### src/verilog/seq_pkg.sv
// Constants shared by the channel measurement sequencer and its helpers.
// Assumes a 20 MHz ref_clk; cycle counts are derived from it here.
package seq_pkg;
	localparam int CLK_HZ = 20_000_000;
	localparam int CYC_PER_US = CLK_HZ / 1_000_000;
	localparam int CYC_PER_MS = CLK_HZ / 1_000;

	// Reading rate codes
	localparam logic [1:0] RATE_FAST = 2'h0;
	localparam logic [1:0] RATE_MED = 2'h1;
	localparam logic [1:0] RATE_SLOW = 2'h2;

	// Channel function codes
	localparam logic [2:0] FN_DCV = 3'h0;
	localparam logic [2:0] FN_VAC = 3'h1;
	localparam logic [2:0] FN_OHM = 3'h2;
	localparam logic [2:0] FN_TC = 3'h3;
	localparam logic [2:0] FN_FREQ = 3'h4;
	localparam logic [2:0] RLY_DISCHARGE = 3'h7;

	// A/D command codes
	localparam logic [1:0] ADC_MEASURE = 2'h0;
	localparam logic [1:0] ADC_REFBAL_ON = 2'h1;
	localparam logic [1:0] ADC_REFBAL_OFF = 2'h2;

	// Readings averaged per measurement
	localparam logic [5:0] AVG_FAST = 6'h01;
	localparam logic [5:0] AVG_A_MED_60 = 6'h05;
	localparam logic [5:0] AVG_A_MED_50 = 6'h06;
	localparam logic [5:0] AVG_A_SLOW_60 = 6'h2D;
	localparam logic [5:0] AVG_A_SLOW_50 = 6'h30;
	localparam logic [5:0] AVG_B_MED = 6'h04;
	localparam logic [5:0] AVG_B_SLOW_60 = 6'h14;
	localparam logic [5:0] AVG_B_SLOW_50 = 6'h18;
	localparam logic [3:0] FREQ_READS = 4'h8;

	// Range codes
	localparam logic [2:0] DCV_90MV = 3'h0;
	localparam logic [2:0] DCV_HIGH_FIRST = 3'h4;
	localparam logic [2:0] top_voltage_range = 3'h5;
	localparam logic [2:0] RNG_MAX_VAC = 3'h3;
	localparam logic [2:0] RNG_MAX_OHM = 3'h5;
	localparam logic [2:0] ac_gain_range_low = 3'h0;
	localparam logic [2:0] ac_gain_range_mid = 3'h1;
	localparam logic [2:0] ac_gain_range_high = 3'h2;

	// Amplitude thresholds on the highest AC range and autorange limits, raw counts
	localparam logic [31:0] AMP_3V_CNT = 32'h0000_1000;
	localparam logic [31:0] AMP_30V_CNT = 32'h0000_A000;
	localparam int OVR_LIM_DEF = 32'h0007_0000;
	localparam int UNDR_LIM_DEF = 32'h0000_6000;

	// Result codes
	localparam logic [31:0] open_input_marker_value = 32'h7FFF_FFFE;
	localparam logic [31:0] positive_overload_value = 32'h7FFF_FFFF;
	localparam logic [31:0] ZERO_HZ = 32'h0000_0000;

	// Times and derived cycle counts
	localparam int SW_SETTLE_US = 30;
	localparam int SETTLE_FAST_US = 30;
	localparam int SETTLE_MED_US = 1000;
	localparam int SETTLE_SLOW_US = 10000;
	localparam int DRAIN_MS = 6;
	localparam int FREQ_TMO_MS = 500;
	localparam int SW_SETTLE_CYC = SW_SETTLE_US * CYC_PER_US;
	localparam int SETTLE_FAST_CYC = SETTLE_FAST_US * CYC_PER_US;
	localparam int SETTLE_MED_CYC = SETTLE_MED_US * CYC_PER_US;
	localparam int SETTLE_SLOW_CYC = SETTLE_SLOW_US * CYC_PER_US;
	localparam int DRAIN_CYC = DRAIN_MS * CYC_PER_MS;
	localparam int FREQ_TMO_CYC = FREQ_TMO_MS * CYC_PER_MS;
endpackage : seq_pkg

### src/verilog/channel_measurement_sequencer.sv
// Channel measurement sequencer: relays, switches, conditioning, A/D, frequency.
// Assumes ADC interrupt, deintegrate and frequency-ready pins are asynchronous;
// all other inputs come from logic on ref_clk.
//
// Overview of operation
// - Model A averages 1, 5/6 or 45/48 readings by rate and mains.
// - Model B averages 1, 4 or 20/24 readings by rate and mains.
// - Averaged readings run back to back with trigger held.
// - Averaging counts skip non-A/D measurements.
// - Relays only if changed, then switches, conditioning, then both settles.
// - DCV, VAC, ohms: trigger, average, store, then deselect.
// - Model B fast DCV runs continuous over same-class channel blocks.
// - Block: swap channel and write conditioning at deintegrate start.
// - Block: previous channel counters read during next autozero.
// - Thermocouple on 90 mV; optional open check gives marker value.
// - Scan with thermocouples starts with a reference junction reading.
// - Frequency starts with amplitude reading on highest AC range.
// - Frequency gain one step above AC choice, by amplitude.
// - Low amplitude still gets a frequency attempt.
// - Eight frequency readings averaged, no A/D.
// - Frequency ignores range field; rate changes settling and amplitude averaging.
// - Period overflow gives 0 Hz; frequency overflow gives overload.
// - No frequency ready within 500 ms gives 0 Hz.
// - After AC or frequency: discharge relays, drain high 6 ms.
// - Autorange starts on last range or highest; steps up or down.
// - Medium and slow rates decide range on first reading only.
// - Each autoranging channel moves one direction per scan.
// - A/D mode by two-bit command latched on strobe rising edge.
// - Counters read on interrupt fall, within autozero.
`timescale 1ns/10ps
module channel_measurement_sequencer #(
	parameter int CH_W = 6,
	parameter int SETTLE_MED_CYC = seq_pkg::SETTLE_MED_CYC,
	parameter int SETTLE_SLOW_CYC = seq_pkg::SETTLE_SLOW_CYC,
	parameter int DRAIN_CYC = seq_pkg::DRAIN_CYC,
	parameter int FREQ_TMO_CYC = seq_pkg::FREQ_TMO_CYC,
	parameter int OVR_LIM = seq_pkg::OVR_LIM_DEF,
	parameter int UNDR_LIM = seq_pkg::UNDR_LIM_DEF
) (
	input wire logic ref_clk,
	input wire logic rst_n,
	input wire logic [1:0] rate,
	input wire logic mains_50hz,
	input wire logic model_b,
	input wire logic scan_start,
	input wire logic scan_has_tc,
	input wire logic ch_valid,
	output logic ch_ready,
	input wire logic [CH_W-1:0] ch_id,
	input wire logic [2:0] ch_func,
	input wire logic [2:0] ch_range,
	input wire logic ch_autorange,
	input wire logic ch_otc_en,
	input wire logic ch_last,
	output logic adc_trigger,
	output logic [1:0] adc_cmd,
	output logic adc_cmd_stb,
	input wire logic adc_int_n,
	input wire logic adc_deint_n,
	output logic cnt_rd_req,
	input wire logic cnt_rd_done,
	input wire logic [23:0] cnt_value,
	output logic cond_wr,
	output logic [7:0] cond_cfg,
	output logic freq_start,
	input wire logic frequency_result_ready,
	input wire logic [23:0] freq_value,
	input wire logic period_overflow_flag,
	input wire logic frequency_overflow_flag,
	output logic relay_set,
	output logic [2:0] relay_pos,
	input wire logic relay_done,
	output logic sw_sel,
	output logic [CH_W-1:0] sw_chan,
	output logic otc_check,
	input wire logic otc_done,
	input wire logic otc_open,
	output logic drain,
	output logic res_valid,
	input wire logic res_ready,
	output logic [31:0] res_data,
	output logic [CH_W-1:0] res_ch,
	output logic [2:0] res_rng,
	output logic [5:0] res_nrd,
	output logic res_rj,
	output logic busy
);
	localparam int NCH = 1 << CH_W;

	if (CH_W < 1 || CH_W > 8 || FREQ_TMO_CYC >= 2**24 || DRAIN_CYC >= 2**24 ||
		SETTLE_SLOW_CYC >= 2**24 || SETTLE_MED_CYC >= 2**24 || DRAIN_CYC < 1) begin : g_bad
		$error("channel_measurement_sequencer: parameter out of range");
	end

	typedef enum logic [16:0] {
		S_IDLE = 17'h00001, S_FETCH = 17'h00002, S_RELAY = 17'h00004, S_RLYW = 17'h00008,
		S_SWSEL = 17'h00010, S_COND = 17'h00020, S_SETTLE = 17'h00040, S_CMD = 17'h00080,
		S_STB = 17'h00100, S_ARM = 17'h00200, S_TRIG = 17'h00400, S_READ = 17'h00800,
		S_OTC = 17'h01000, S_STORE = 17'h02000, S_DESEL = 17'h04000, S_DRAIN = 17'h08000,
		S_FREQ = 17'h10000
	} st_e;

	typedef struct packed {
		st_e st;
		logic [1:0] s_int;
		logic [1:0] s_de;
		logic [1:0] s_fr;
		logic int_d;
		logic de_d;
		logic fr_d;
		logic [CH_W-1:0] ch;
		logic [CH_W-1:0] pch;
		logic [2:0] func;
		logic [2:0] rng;
		logic [2:0] prng;
		logic autor;
		logic otce;
		logic last;
		logic pend;
		logic rr;
		logic up;
		logic dn;
		logic rj;
		logic fph;
		logic phase;
		logic [23:0] tmr;
		logic [5:0] nrd;
		logic [3:0] nf;
		logic [31:0] sum;
		logic [31:0] rdata;
		logic [CH_W-1:0] rch;
		logic [2:0] rrng;
		logic [5:0] rnrd;
		logic rrj;
		logic trig;
		logic [1:0] cmd;
		logic stb;
		logic rdq;
		logic cwr;
		logic [7:0] ccfg;
		logic fst;
		logic rly;
		logic [2:0] rpos;
		logic ssel;
		logic [CH_W-1:0] sch;
		logic otcg;
		logic drn;
	} st_s;

	st_s r, n;
	logic [3:0] rmem [NCH];
	logic mem_we;
	logic blk_take;
	logic [5:0] n_avg;
	logic [31:0] val;
	logic [31:0] absv;
	logic [31:0] fsum;
	logic [2:0] want;
	logic [2:0] maxr;
	logic [2:0] start_rng;
	logic [23:0] settle_cyc;
	logic int_fall;
	logic de_fall;
	logic fr_rise;
	logic blk_mode;
	logic blk_go;
	logic done_rd;

	avg_count_sel u_avg (
		.rate(rate),
		.mains_50hz(mains_50hz),
		.model_b(model_b),
		.exempt(r.fph),
		.n_avg(n_avg)
	);

	assign val = {{8{cnt_value[23]}}, cnt_value};
	assign absv = val[31] ? 32'(-val) : val;
	assign fsum = r.sum + {8'h00, freq_value};
	assign int_fall = r.int_d & ~r.s_int[1];
	assign de_fall = r.de_d & ~r.s_de[1];
	assign fr_rise = ~r.fr_d & r.s_fr[1];
	assign done_rd = ({2'h0, r.nrd} + 8'h01) >= {2'h0, n_avg};
	// Continuous triggering needs no relay or autorange changes
	assign blk_mode = model_b && rate == seq_pkg::RATE_FAST && r.func == seq_pkg::FN_DCV &&
		!r.autor && !r.rj;
	assign blk_go = blk_mode && ch_valid && !r.last && ch_func == seq_pkg::FN_DCV && !ch_autorange &&
		((ch_range >= seq_pkg::DCV_HIGH_FIRST) == (r.rng >= seq_pkg::DCV_HIGH_FIRST));
	assign ch_ready = (r.st == S_FETCH) | blk_take;

	always_comb begin
		case (r.func)
			seq_pkg::FN_VAC, seq_pkg::FN_FREQ: maxr = seq_pkg::RNG_MAX_VAC;
			seq_pkg::FN_OHM: maxr = seq_pkg::RNG_MAX_OHM;
			default: maxr = seq_pkg::top_voltage_range;
		endcase
		case (r.func)
			seq_pkg::FN_TC: want = seq_pkg::FN_DCV;
			seq_pkg::FN_FREQ: want = seq_pkg::FN_VAC;
			default: want = r.func;
		endcase
		case (rate)
			seq_pkg::RATE_MED: settle_cyc = 24'(SETTLE_MED_CYC);
			seq_pkg::RATE_SLOW: settle_cyc = 24'(SETTLE_SLOW_CYC);
			default: settle_cyc = 24'(seq_pkg::SETTLE_FAST_CYC);
		endcase
		if (ch_func == seq_pkg::FN_FREQ) begin
			start_rng = seq_pkg::RNG_MAX_VAC;
		end else if (ch_func == seq_pkg::FN_TC) begin
			start_rng = seq_pkg::DCV_90MV;
		end else if (ch_autorange) begin
			if (rmem[ch_id][3]) begin
				start_rng = rmem[ch_id][2:0];
			end else if (ch_func == seq_pkg::FN_VAC) begin
				start_rng = seq_pkg::RNG_MAX_VAC;
			end else if (ch_func == seq_pkg::FN_OHM) begin
				start_rng = seq_pkg::RNG_MAX_OHM;
			end else begin
				start_rng = seq_pkg::top_voltage_range;
			end
		end else begin
			start_rng = ch_range;
		end
	end

	always_comb begin
		n = r;
		mem_we = 1'b0;
		blk_take = 1'b0;
		// Synchronisers: first stage feeds only the second
		n.s_int = {r.s_int[0], adc_int_n};
		n.s_de = {r.s_de[0], adc_deint_n};
		n.s_fr = {r.s_fr[0], frequency_result_ready};
		n.int_d = r.s_int[1];
		n.de_d = r.s_de[1];
		n.fr_d = r.s_fr[1];
		n.stb = 1'b0;
		n.rdq = 1'b0;
		n.cwr = 1'b0;
		n.fst = 1'b0;
		n.rly = 1'b0;
		n.otcg = 1'b0;
		if (r.tmr != 24'h0) begin
			n.tmr = r.tmr - 24'h1;
		end
		case (r.st)
			S_IDLE: begin
				if (scan_start) begin
					n.fph = 1'b0;
					if (scan_has_tc) begin
						n.rj = 1'b1;
						n.func = seq_pkg::FN_DCV;
						n.rng = seq_pkg::DCV_90MV;
						n.autor = 1'b0;
						n.last = 1'b0;
						n.st = S_COND;
					end else begin
						n.st = S_FETCH;
					end
				end
			end
			S_FETCH: begin
				if (ch_valid) begin
					n.ch = ch_id;
					n.func = ch_func;
					n.rng = start_rng;
					n.autor = ch_autorange && ch_func != seq_pkg::FN_FREQ && ch_func != seq_pkg::FN_TC;
					n.otce = ch_otc_en;
					n.last = ch_last;
					n.up = 1'b0;
					n.dn = 1'b0;
					n.fph = 1'b0;
					n.st = S_RELAY;
				end
			end
			S_RELAY: begin
				if (r.rpos != want) begin
					n.rpos = want;
					n.rly = 1'b1;
					n.st = S_RLYW;
				end else begin
					n.st = S_SWSEL;
				end
			end
			S_RLYW: if (relay_done) n.st = S_SWSEL;
			S_SWSEL: begin
				n.ssel = 1'b1;
				n.sch = r.ch;
				n.st = S_COND;
			end
			S_COND: begin
				n.ccfg = {r.fph, r.rj, r.func, r.rng};
				n.cwr = 1'b1;
				n.tmr = 24'(seq_pkg::SW_SETTLE_CYC);
				n.phase = 1'b0;
				n.st = S_SETTLE;
			end
			S_SETTLE: begin
				if (r.tmr == 24'h0) begin
					if (!r.phase) begin
						n.phase = 1'b1;
						n.tmr = settle_cyc;
					end else if (r.fph) begin
						n.fst = 1'b1;
						n.tmr = 24'(FREQ_TMO_CYC);
						n.nf = 4'h0;
						n.sum = 32'h0;
						n.st = S_FREQ;
					end else begin
						n.st = S_CMD;
					end
				end
			end
			S_CMD: begin
				n.cmd = seq_pkg::ADC_MEASURE;
				n.st = S_STB;
			end
			S_STB: begin
				n.stb = 1'b1;
				n.nrd = 6'h0;
				n.sum = 32'h0;
				n.rr = 1'b0;
				n.st = S_ARM;
			end
			S_ARM: begin
				n.trig = 1'b1;
				n.st = S_TRIG;
			end
			S_TRIG: begin
				if (de_fall && r.trig && !r.rr) begin
					if (blk_go) begin
						blk_take = 1'b1;
						n.pend = 1'b1;
						n.pch = r.ch;
						n.prng = r.rng;
						n.ch = ch_id;
						n.rng = ch_range;
						n.last = ch_last;
						n.sch = ch_id;
						n.ccfg = {2'h0, seq_pkg::FN_DCV, ch_range};
						n.cwr = 1'b1;
					end else if (done_rd) begin
						n.trig = 1'b0;
					end
				end
				if (int_fall) begin
					if (r.rr) begin
						n.st = S_COND;
					end else begin
						n.rdq = 1'b1;
						n.st = S_READ;
					end
				end
			end
			S_READ: begin
				if (cnt_rd_done) begin
					if (r.pend) begin
						n.pend = 1'b0;
						n.rdata = val;
						n.rch = r.pch;
						n.rrng = r.prng;
						n.rnrd = 6'h01;
						n.rrj = 1'b0;
						n.st = S_STORE;
					end else if (r.nrd == 6'h0 && r.autor && absv > 32'(OVR_LIM) && !r.dn && r.rng < maxr) begin
						n.rng = r.rng + 3'h1;
						n.up = 1'b1;
						n.trig = 1'b0;
						n.rr = !done_rd;
						n.st = done_rd ? S_COND : S_TRIG;
					end else if (r.nrd == 6'h0 && r.autor && absv < 32'(UNDR_LIM) && !r.up &&
						r.rng != 3'h0) begin
						n.rng = r.rng - 3'h1;
						n.dn = 1'b1;
						n.trig = 1'b0;
						n.rr = !done_rd;
						n.st = done_rd ? S_COND : S_TRIG;
					end else begin
						n.sum = r.sum + val;
						n.nrd = r.nrd + 6'h01;
						if (!done_rd) begin
							n.st = S_TRIG;
						end else if (r.func == seq_pkg::FN_FREQ) begin
							// Amplitude reading only picks the gain; never stored
							if (absv < seq_pkg::AMP_3V_CNT) begin
								n.rng = seq_pkg::ac_gain_range_low;
							end else if (absv < seq_pkg::AMP_30V_CNT || model_b) begin
								n.rng = seq_pkg::ac_gain_range_mid;
							end else begin
								n.rng = seq_pkg::ac_gain_range_high;
							end
							n.fph = 1'b1;
							n.st = S_DESEL;
						end else begin
							n.rdata = r.sum + val;
							n.rch = r.ch;
							n.rrng = r.rng;
							n.rnrd = r.nrd + 6'h01;
							n.rrj = r.rj;
							n.otcg = r.func == seq_pkg::FN_TC && r.otce;
							n.st = (r.func == seq_pkg::FN_TC && r.otce) ? S_OTC : S_STORE;
						end
					end
				end
			end
			S_OTC: begin
				if (otc_done) begin
					if (otc_open) n.rdata = seq_pkg::open_input_marker_value;
					n.st = S_STORE;
				end
			end
			S_STORE: begin
				if (res_ready) begin
					mem_we = r.autor && !r.rrj;
					if (r.trig) begin
						n.st = S_TRIG;
					end else if (r.rj) begin
						n.rj = 1'b0;
						n.st = S_FETCH;
					end else begin
						n.st = S_DESEL;
					end
				end
			end
			S_DESEL: begin
				n.ssel = 1'b0;
				if (r.func == seq_pkg::FN_VAC || r.func == seq_pkg::FN_FREQ) begin
					n.rpos = seq_pkg::RLY_DISCHARGE;
					n.rly = 1'b1;
					n.drn = 1'b1;
					n.tmr = 24'(DRAIN_CYC);
					n.st = S_DRAIN;
				end else begin
					n.st = r.last ? S_IDLE : S_FETCH;
				end
			end
			S_DRAIN: begin
				if (r.tmr == 24'h0) begin
					n.drn = 1'b0;
					if (r.func == seq_pkg::FN_FREQ && r.fph) begin
						n.st = S_RELAY;
					end else begin
						n.st = r.last ? S_IDLE : S_FETCH;
					end
				end
			end
			S_FREQ: begin
				n.rch = r.ch;
				n.rrng = r.rng;
				n.rrj = 1'b0;
				if (fr_rise) begin
					n.sum = fsum;
					n.nf = r.nf + 4'h1;
					if (r.nf == seq_pkg::FREQ_READS - 4'h1) begin
						if (period_overflow_flag) begin
							n.rdata = seq_pkg::ZERO_HZ;
						end else if (frequency_overflow_flag) begin
							n.rdata = seq_pkg::positive_overload_value;
						end else begin
							n.rdata = {3'h0, fsum[31:3]};
						end
						n.rnrd = {2'h0, seq_pkg::FREQ_READS};
						n.fph = 1'b0;
						n.st = S_STORE;
					end else begin
						n.fst = 1'b1;
					end
				end else if (r.tmr == 24'h0) begin
					n.rdata = seq_pkg::ZERO_HZ;
					n.rnrd = 6'h0;
					n.fph = 1'b0;
					n.st = S_STORE;
				end
			end
			default: n.st = S_IDLE;
		endcase
	end

	always_ff @(posedge ref_clk or negedge rst_n) begin
		if (!rst_n) begin
			r <= '0;
			r.st <= S_IDLE;
			r.s_int <= 2'h3;
			r.s_de <= 2'h3;
			r.int_d <= 1'b1;
			r.de_d <= 1'b1;
			r.cmd <= seq_pkg::ADC_MEASURE;
		end else begin
			r <= n;
		end
	end

	// Range history survives between scans; cleared only by reset
	always_ff @(posedge ref_clk or negedge rst_n) begin
		if (!rst_n) begin
			for (int i = 0; i < NCH; i++) rmem[i] <= 4'h0;
		end else if (mem_we) begin
			rmem[r.rch] <= {1'b1, r.rrng};
		end
	end

	assign adc_trigger = r.trig;
	assign adc_cmd = r.cmd;
	assign adc_cmd_stb = r.stb;
	assign cnt_rd_req = r.rdq;
	assign cond_wr = r.cwr;
	assign cond_cfg = r.ccfg;
	assign freq_start = r.fst;
	assign relay_set = r.rly;
	assign relay_pos = r.rpos;
	assign sw_sel = r.ssel;
	assign sw_chan = r.sch;
	assign otc_check = r.otcg;
	assign drain = r.drn;
	assign res_valid = r.st == S_STORE;
	assign res_data = r.rdata;
	assign res_ch = r.rch;
	assign res_rng = r.rrng;
	assign res_nrd = r.rnrd;
	assign res_rj = r.rrj;
	assign busy = r.st != S_IDLE;
endmodule : channel_measurement_sequencer

### src/verilog/avg_count_sel.sv
// Readings-per-measurement selector.
// Assumes static rate, mains and model inputs from the same clock domain.
`timescale 1ns/10ps
module avg_count_sel (
	input wire logic [1:0] rate,
	input wire logic mains_50hz,
	input wire logic model_b,
	input wire logic exempt,
	output logic [5:0] n_avg
);
	always_comb begin
		n_avg = seq_pkg::AVG_FAST;
		if (exempt) begin
			n_avg = seq_pkg::AVG_FAST;
		end else if (!model_b) begin
			case (rate)
				seq_pkg::RATE_MED: n_avg = mains_50hz ? seq_pkg::AVG_A_MED_50 : seq_pkg::AVG_A_MED_60;
				seq_pkg::RATE_SLOW: n_avg = mains_50hz ? seq_pkg::AVG_A_SLOW_50 : seq_pkg::AVG_A_SLOW_60;
				default: n_avg = seq_pkg::AVG_FAST;
			endcase
		end else begin
			case (rate)
				seq_pkg::RATE_MED: n_avg = seq_pkg::AVG_B_MED;
				seq_pkg::RATE_SLOW: n_avg = mains_50hz ? seq_pkg::AVG_B_SLOW_50 : seq_pkg::AVG_B_SLOW_60;
				default: n_avg = seq_pkg::AVG_FAST;
			endcase
		end
	end
endmodule : avg_count_sel

### config.mk
export PLATFORM = sky130hd
export DESIGN_NAME = channel_measurement_sequencer
export DESIGN_NICKNAME = d
export VERILOG_FILES = /design/src/verilog/seq_pkg.sv /design/src/verilog/channel_measurement_sequencer.sv /design/src/verilog/avg_count_sel.sv
export SDC_FILE = /design/constraint.sdc
export NUM_CORES = 1
export LEC_CHECK = 0
export BUFFER_PORTS_ARGS = -buffer_cell sky130_fd_sc_hd__buf_4
export CAP_MARGIN = 20
export CORE_UTILIZATION = 41
export CTS_CLUSTER_DIAMETER = 150
export DETAILED_ROUTE_END_ITERATION = 10
export MAX_ROUTING_LAYER = met4
export SKIP_LAST_GASP = 1
export SYNTH_ARGS = -nofsm -noshare
export SYNTH_HDL_FRONTEND = slang
export SYNTH_HIERARCHICAL = 1
export SYNTH_SLANG_ARGS = --single-unit
export TNS_END_PERCENT = 20
### constraint.sdc
create_clock -name ref_clk -period 4.6 [get_ports ref_clk]
set_clock_uncertainty 0.05 [all_clocks]
set_input_delay 0.92 -clock ref_clk [delete_from_list [all_inputs] [get_ports ref_clk]]
set_output_delay 0.92 -clock ref_clk [all_outputs]
set_load 0.01 [all_outputs]
Yosys cells after proc, flatten, opt, wreduce, memory -nomap -nowiden
Cells that the tools add are included.

Bits in registers: 453. Output and inout port bits: 79. Logic and storage cells: 475.

Add/subtract/negate cells: 9. Order comparisons: 11. Equal/unequal tests: 68. Mux-type cells: 183. Bitwise operators: 9. Reduce and logical (&&, ||, !) cells: 88.

Operator list (count): two-way mux 17 bit (18); one-hot mux 17 bit (17 select lines) (1); bitwise mux 256 bit (1); two-way mux 32 bit (7); two-way mux 80 bit (2); two-way mux 36 bit (4); two-way mux 48 bit (3); one-hot mux 32 bit (4 select lines) (1); two-way mux 6 bit (18); two-way mux 24 bit (4); one-hot mux 32 bit (3 select lines) (1); two-way mux 81 bit (1); one-hot mux 24 bit (3 select lines) (1); two-way mux 31 bit (2); one-hot mux 6 bit (2 select lines) (5); != test 2 bit (second input constant) (27); two-way mux 1 bit (48); two-way mux 15 bit (3); two-way mux 3 bit (15); two-way mux 12 bit (3); one-hot mux 18 bit (2 select lines) (1); adder 32 x 24 -> 32 bit (1); adder 32 bit (1); greater-than comparator 32 x 19 -> 1 bit (second input constant) (1); 91 further kinds (199).

Logic depth before layout (Yosys ltp)
Gate-level depths: netlist of run 1.

Depth in word-level cells: 14. Depth in mapped cells: 17. Depth with buffers taken out: 15.

By module
Netlist of run 1, hierarchy kept.

Modules (own cells, without submodules): channel_measurement_sequencer (instances 1, cells each 2474, area each 26177.6 um^2, sequential area each 11344.6 um^2); avg_count_sel (instances 1, cells each 16, area each 103.8 um^2, sequential area each 0.0 um^2).

Least setup slack after synthesis of run 1
No wires, ideal clock.

Path type: input-to-reg. Start: in cnt_value[0]. End: reg r, in the netlist res_nrd[3]. Arrival: 3.762 ns. Slack: 0.661 ns. Stages: 12. Path through: inv_1 > ha_1 > nor3b_2 > and4b_1 > nand2_1 > o311a_1 > nor4_2 > nor4b_4 > nor4_4 > o21a_4 > a21oi_4 > mux2_1.

Longest elaborated chain between the ends: 8.

Ends and longest elaborated chain: start, declared (line channel_measurement_sequencer.sv:62) `input wire logic [23:0] cnt_value,`; negation 32 bit (line channel_measurement_sequencer.sv:178) `assign absv = val[31] ? 32'(-val) : val;`; two-way mux 32 bit * (line channel_measurement_sequencer.sv:178); less-than comparator 32 x 15 -> 1 bit or greater-than comparator 32 x 19 -> 1 bit (tied branches) (line channel_measurement_sequencer.sv:371, channel_measurement_sequencer.sv:365); logical AND 1 bit, on equally long branches (3 in a row) (line channel_measurement_sequencer.sv:371, channel_measurement_sequencer.sv:365); != test 3 bit (no line); AND reduction 8 bit (no line) *; end signal, assigned (line channel_measurement_sequencer.sv:489) `r <= n;`; end, declared (line channel_measurement_sequencer.sv:150) `st_s r, n;`.

Every way passes the cells marked *; elsewhere a longest branch is shown, timed or not. A chain may end at the register's enable or synchronous reset.

Worst setup path after layout of run 1
Start: reg r[160] (netlist bit). End: reg r[81] (netlist bit).

Longest elaborated chain between the ends: 7.

Ends and longest elaborated chain: equality test 3 bit or equality test 3 x 1 -> 1 bit (tied branches) (line channel_measurement_sequencer.sv:192) `case (r.func)`; OR reduction 2 bit * (line channel_measurement_sequencer.sv:192); two-way mux 3 bit * (line channel_measurement_sequencer.sv:192); less-than comparator 3 bit * (line channel_measurement_sequencer.sv:365) `end else if (r.nrd == 6'h0 && r.autor && absv > 32'(OVR_LIM) && !r.dn && r.rng < maxr) begin`; logical AND 1 bit * (line channel_measurement_sequencer.sv:365); != test 2 bit (no line) *; AND reduction 9 bit (no line) *.

Marks and branches as above.

==> summary.md, run 1 <==
| Metric | Value |
|---|---|
| Outcome | `finished clean` |
| Post-Synth Adder-Cell Area | `0.0387` |
| Largest net degree at the start of global routing | `96` |
| Fraction of layout cells with a size suffix above 1 | `0.262` |
| Vias/cell | `5.83` |
| Post-synthesis simple-gate area fraction | `0.150` |
| Max clock buf depth | `3` |
| Cell family with most CP delay | `compound AO/OA/AOI/OAI gates` |
| Final worst slack | `434 ps` |
| Initial Utilization | `0.416` |
| Initial DRT Pass Iterations | `5` |
| Net Switching | `3.11 mW` |
| Post-synth top area cell | `dfrtp_1` |
| CP Launch Type | `flop` |
| Post-route DRC | `0` |
| Critical Path, Cell by Cell | `buf_4 -> nand2_1 -> a21o_1 -> inv_1 -> ha_1 -> inv_1 -> o2111a_1 -> o41ai_1 -> a221oi_1 -> nand2_1 -> o211ai_2 -> nor4_1 -> o21ai_4 -> mux2_1` |
| Clock slew seen by the registers of the worst setup and hold paths | `60 ps` |
| Fin crit share | `0.906` |
| FF-to-FF path depth | `14` |
| Mux cell area share after synthesis | `0.167` |
| Syn avg cell area | `10.6 sq um` |
| Yosys warnings | `6` |
| GR Util met3 | `0.0333` |
| Area contributors post-synth | `dfrtp_1 42%, mux2_2 8.6%, mux4_2 7.0%, ha_1 3.7%, nand2_1 3.3%` |
| Gate Count Post-Synth | `2490` |
| Crit path DAT | `4590 ps` |
| Total grt overflow | `0` |
| Comb pwr share | `0.187` |
| Vias in the first global route | `20200` |
| Final RePlAce weighted congestion | `0.966` |
| Commonest non-fill, non-tap cell in the layout | `dfrtp_1` |
| Cts hold-fix bufs | `0` |
| Largest family of logic cells by synthesized area | `multiplexers` |
| Top_reg_cell synth | `dfrtp_1` |
| Post-DP HPWL | `54900 microns` |
| Final antenna-violating net count | `0` |
| FF+latch count, synth | `453` |
| Max Slew Vio Count | `0` |
| M1 GR Usage | `0.323` |
| Placement Setup Slack | `43.7 ps` |
| Tot GR Track Use | `0.242` |
| Most frequent cells in the layout | `443 x dfrtp_1, 229 x nand2_1, 218 x buf_4, 201 x mux2_2, 160 x nor2_1` |
| RSZ-0062 raised after global routing | `false` |
| First-pass GRT wire length | `119000 microns` |
| Crit path buffers/inverters | `3` |
| Row count | `92` |
| CTS tree | `yes` |
| Root Driver | `clkbuf_16` |
| Number of buffers created by CTS | `50` |
| Peak Freq | `240 MHz` |
| MaxCap Viol Count | `0` |
| Die width | `255 microns` |
| Worst Tran Pin Value | `992 ps` |
| # port buffers | `158` |
| Worst hold path type | `input pin to asynchronous set/reset pin` |
| XOR/XNOR Fraction of Synth Area | `0.0313` |
| CORE AREA | `63200 sq um` |
| Rel. slew slack | `0.339` |
| Critical path capture point type | `flop` |
| Distinct cells, synth | `95` |
| Final setup fails | `0` |
| Seq pwr share | `0.421` |
| GR met2 Demand/Resource | `0.384` |
| Worst VDD drop | `0.275 mV` |
| Initial antenna violation count | `0` |
| Die footprint | `65100 sq um` |
| DR iter-0 viols | `1510` |
| P_leak | `14.2 nW` |
| Switching Share | `0.296` |
| CP required | `5030 ps` |
| Asr flop ratio synth | `1.00` |
| H-tree Lvls | `2` |
| Final Total Pwr | `10.5 mW` |
| Count of flip-flops with a built-in enable after synthesis | `0` |
| Synthesized area | `26300 sq um` |
| Num ports | `161` |
| Slowest cell on the critical path | `o21ai_4` |
| Max FO, Critical Path | `26` |
| Crit Path Category | `flop to flop` |
| PD cells | `352 nW/um^2` |
| Clock Latency Late Sink | `610 ps` |
| Internal power | `7.40 mW` |
| Detailed-route wire length | `76300 microns` |
| Synth top area share | `0.425` |
| Die Height | `255 microns` |
| Final Hold Fails | `0` |
| Antenna cells | `0` |
| Post-CTS Setup Repair Bufs | `0` |
| Area growth from synthesis to layout | `13.8%` |
| Register area share after synthesis | `0.432` |
| Setup tns final | `0 ps` |
| Via count | `20200` |
| Gr busiest metal | `met2` |
| Routed length per instance | `22.0 microns` |
| Clk network pwr share | `0.392` |
| Final core utilization | `0.473` |
| Fin nets | `2750` |
| Clk sink count | `453` |
| Stages on the worst setup path | `14` |
| Tmin final | `4170 ps` |
| Slowest stage delay, CP | `620 ps` |
| Compound-Gate Fraction of Synth Area | `0.133` |
| Post-CTS Resized | `0` |
[routing by layer]
layer  vias to the layer above  part of all wire
li1                       9234                 -
met1                     10200              0.43
met2                       650              0.48
met3                       130             0.057
met4                         0             0.025
met5                         -                 0
[cell usage after synthesis (all sizes together), types with 39 or more instances]
library cell  instances
dfrtp               446
nand2               229
mux2                207
nor2                170
o21ai               144
a21oi               135
buf                 100
clkbuf               85
mux4                 82
ha                   78
inv                  74
xnor2                58
nand2b               54
nor3                 41
or2                  39
[power by group through the flow]
stage	registers (mW)	logic, mW	clock network [mW]
after floorplan	4.41	1.30	0
after global placement	4.48	1.91	0
after detailed placement	4.49	1.95	0
after CTS	4.42	1.96	4.22
after global routing	4.45	2.16	4.36
final	4.43	1.96	4.13
[through the flow]
| step | area (sq um) | std cells | hold WS (ps) |
|---|---|---|---|
| floorplan | 26300 | 2491 | 281 |
| global placement | 28200 | 3380 | 298 |
| detailed placement | 28200 | 3382 | 292 |
| CTS | 29900 | 3470 | 308 |
| global route | 29900 | 3470 | 309 |
| finish | 29900 | 3470 | 257 |
[sequential cells by signal, summed over array words and instances, names as in the netlist, 6 cells and up]
signal    cells
cond_cfg      8
n             6
r           117
res_ch        6
res_data     32
res_nrd       6
rmem        256
sw_chan       6
[final cells by class]
| class | instances | area [sq um] |
|---|---|---|
| Clock buffer | 75 | 1490 |
| Clock inverter | 13 | 180 |
| Fill cell | 5841 | 33300 |
| Inverter | 74 | 278 |
| Multi-Input combinational cell | 1779 | 13700 |
| Sequential cell | 453 | 11300 |
| Tap cell | 846 | 1060 |
| Timing Repair Buffer | 230 | 1860 |
[kinds of logic (layout without fill, tap and decap cells)]
family	count (synthesis)	after routing
XOR/XNOR	94	94
flip-flops	453	453
other	1	2
AND/OR/NAND/NOR	752	752
AO/OA/AOI/OAI	540	540
adder cells (fa/ha/maj)	80	80
multiplexers	311	311
buffers and inverters	259	392
[path summary, 6_finish.rpt]
kind	start	endpoint	slack, ps
worst max-delay path	r[160]	r[81]	430
worst max register to register	r[160]	r[81]	430
worst min-delay path	rst_n	r[131]	260
max in group asynchronous	rst_n	res_data[6]	3080
min in group ref_clk	n[177]	n[173]	300
worst min register to register	n[177]	n[173]	300
Power figures use the tool's default switching activity.
==> run 2, diff against run 1 <==
- HOLD_SLACK_MARGIN: unset -> 0.12
- SYNTH_HIERARCHICAL: 1 -> unset
==> run 2 against run 1 <==
Net effect: via count fell by 1.8%; flip-flop and latch count did not move; sequential power rose by 0.9%; non-clock buffer count rose by 17; synthesized area fell by 1.9%; clock power barely moved; wire length fell by 0.52%; maximum frequency rose by 2.3%; die area fell by 1.8%; setup slack improved by 96 ps; global-route usage rose by 0.53 points; cell count fell by 0.84%; largest power group unchanged.
==> summary.md, run 2 <==
| Metric | Value |
|---|---|
| Slowest cell on the critical path | `nor4_4` |
| Crit Path Category | `input pin to flop` |
| Area contributors post-synth | `dfrtp_1 43%, mux2_2 9.4%, mux4_2 7.2%, ha_1 3.7%, nand2_1 3.6%` |
| H-tree Lvls | `2 (unchanged)` |
| MaxCap Viol Count | `0 (unchanged)` |
| Post-route DRC | `0 (unchanged)` |
| Most frequent cells in the layout | `443 x dfrtp_1, 247 x nand2_1, 237 x buf_4, 215 x mux2_2, 175 x nor2_1` |
| CTS tree | `yes` |
| Most frequent cells after synthesis | `446 x dfrtp_1, 247 x nand2_1, 215 x mux2_2` |
| Total grt overflow | `0 (unchanged)` |
| Register area share after synthesis | `0.440 (+0.00819)` |
| Area growth from synthesis to layout | `15.0%` |
| Die Height | `253 microns (-0.93%)` |
| Vias in the first global route | `20400 (+1.1%)` |
| Critical path capture point type | `flop` |
| Commonest non-fill, non-tap cell in the layout | `dfrtp_1` |
| Initial DRT Pass Iterations | `7 (+2)` |
| Tot GR Track Use | `0.247 (+0.00528)` |
| Final Total Pwr | `10.5 mW (-0.13%)` |
| Critical Path, Cell by Cell | `buf_4 -> nor4_4 -> nand3_1 -> or3_1 -> a211o_1 -> a222oi_1 -> nand2_1 -> o21ai_2 -> o21ai_1 -> o311ai_4 -> buf_4 -> mux2_2` |
| Largest net degree at the start of global routing | `92 (-4.2%)` |
| Yosys warnings | `0 (-6)` |
| # port buffers | `158 (unchanged)` |
| Worst Tran Pin Value | `962 ps (-30.3 ps)` |
| P_leak | `14.2 nW (+0.24%)` |
| Fraction of layout cells with a size suffix above 1 | `0.271 (+0.00875)` |
| Final RePlAce weighted congestion | `0.963 (-0.28%)` |
| Rel. slew slack | `0.358 (+0.0198)` |
| Distinct cells, synth | `87 (-8.4%)` |
| Placed insts | `3346 (-1.1%)` |
| DR iter-0 viols | `1485 (-1.7%)` |
| Cell family with most CP delay | `simple AND/OR/NAND/NOR gates` |
| Post-CTS Resized | `0 (unchanged)` |
| Final non-filler cell total | `3441 (-0.84%)` |
| Count leader, synth | `dfrtp_1` |
| Crit path buffers/inverters | `2 (-1)` |
| Vias/cell | `5.77 (-0.96%)` |
| Tmin final | `4070 ps (-95.7 ps)` |
| Die footprint | `63900 sq um (-1.8%)` |
| Cts hold-fix bufs | `0 (unchanged)` |
| Num ports | `161 (unchanged)` |
| Clock Latency Late Sink | `620 ps (about the same)` |
| FF+latch count, synth | `453 (unchanged)` |
| Top_reg_cell synth | `dfrtp_1` |
| Fin nets | `2721 (-1.1%)` |
| Crit path top cell by count | `buf_4` |
| Routed length per instance | `22.1 microns (+0.32%)` |
| Detailed-route wire length | `75900 microns (-0.52%)` |
| Initial antenna violation count | `3 (+3)` |
| Worst hold path type | `input pin to asynchronous set/reset pin` |
| Number of buffers created by CTS | `50 (unchanged)` |
| Peak Freq | `246 MHz (+2.3%)` |
| Clk sink count | `453 (unchanged)` |
| Count of flip-flops with a built-in enable after synthesis | `0 (unchanged)` |
| Post-CTS Setup Repair Bufs | `0 (unchanged)` |
| CP Launch Type | `input pin` |
| Asr flop ratio synth | `1.00 (unchanged)` |
| Fill count | `5728 (-1.9%)` |
| Max FO, Critical Path | `37 (+42%)` |
| Syn avg cell area | `10.6 sq um (+0.40%)` |
| Final Hold Fails | `0 (unchanged)` |
| Initial Utilization | `0.416 (+0.000536)` |
| Largest Register | `rmem` |
| CORE AREA | `61900 sq um (-2.0%)` |
| Crit path DAT | `4510 ps (-80 ps)` |
| Gate Count Post-Synth | `2434 (-2.2%)` |
| Row count | `91 (-1.1%)` |
| Outcome | `finished clean` |
| Max Slew Vio Count | `0 (unchanged)` |
| Die width | `253 microns (-0.93%)` |
| Root Driver | `clkbuf_16` |
| Synthesized area | `25800 sq um (-1.9%)` |
| Worst VDD drop | `0.296 mV (+7.6%)` |
| RSZ-0062 raised after global routing | `false` |
| Via count | `19900 (-1.8%)` |
| Final setup fails | `0 (unchanged)` |
| Slowest stage delay, CP | `510 ps (-110 ps)` |
| Max reg flops | `256 (unchanged)` |
| First-pass GRT wire length | `119000 microns (+0.59%)` |
| PD cells | `354 nW/um^2 (+0.72%)` |
| Post-DP HPWL | `54800 microns (about the same)` |
| Fin crit share | `0.885 (-0.0208)` |
| Post-synth top area cell | `dfrtp_1` |
| CP required | `5040 ps (about the same)` |
| Synth top area share | `0.433 (+0.00805)` |
| Clock slew seen by the registers of the worst setup and hold paths | `70 ps (about the same)` |
| Final antenna-violating net count | `0 (unchanged)` |
| Max clock buf depth | `3 (unchanged)` |
run 2: area by class of cell:
class | count | area, sq um | area share
clock inverter | 21 | 258 | 0.00869
multi-input combinational | 1759 | 13400 | 0.452
sequential | 453 | 11300 | 0.383
timing repair buffer | 247 | 1970 | 0.0666
tap | 837 | 1050 | 0.0353
antenna | 2 | 5.00 | 0.000169
clock buffer | 72 | 1440 | 0.0487
inverter | 50 | 188 | 0.00633
run 2: routing by layer:
layer	wire, microns	share of wire	vias up	track usage
li1	-	-	9071	-
met4	2280	0.030	0	0.0829
met2	37100	0.49	656	0.403
met1	32600	0.43	9997	0.317
met5	0	0	-	-
met3	4010	0.053	147	0.0341
run 2: kinds of logic after synthesis:
family	Yosys count	synth area share
buffers and inverters	223	0.0426
AO/OA/AOI/OAI	501	0.124
AND/OR/NAND/NOR	763	0.147
multiplexers	326	0.177
XOR/XNOR	89	0.0302
flip-flops	453	0.440
adder cells (fa/ha/maj)	78	0.0384
other	1	0.000145
run 2: final timing paths:
kind | start | to | slack (ps) | cells past startpoint
min in group ref_clk | n[177] | n[173] | 300 | 0
max in group asynchronous | rst_n | rmem[214] | 3140 | 2
hold reg to reg | n[177] | n[173] | 300 | 0
setup reg to reg | r[123] | r[81] | 600 | 10
setup / recovery | cnt_value[7] | r[99] | 530 | 12
hold / removal | rst_n | r[147] | 300 | 1
run 2: power breakdown:
group	internal (mW)	leakage [nW]	switching, mW
Clock	2.37	0.840	1.74
Combinational	0.751	7.21	1.16
Sequential	4.21	6.19	0.261
run 2: stage by stage:
| stage | TNS, ps | hold WS, ps | utilization | worst slack, ps | cell area [sq um] |
|---|---|---|---|---|---|
| CTS | 0 | 303 | 0.479 | 532 | 29700 |
| global route | 0 | 308 | 0.479 | 289 | 29700 |
| floorplan | 0 | 281 | - | 274 | 25800 |
| finish | 0 | 299 | 0.479 | 530 | 29700 |
| global placement | 0 | 295 | 0.451 | 50.4 | 28000 |
| detailed placement | -191 | 291 | 0.451 | -65.3 | 28000 |
run 2: worst register-to-register path, stage by stage, from the launching register on:
cell and delay (ps):
dfrtp_1 430, or4_1 600, nor3_1 240, and4b_1 320
and3_1 430, a31oi_1 210, a21oi_1 660, o311ai_2 370
buf_4 330, nand2_1 100, o21ai_0 90
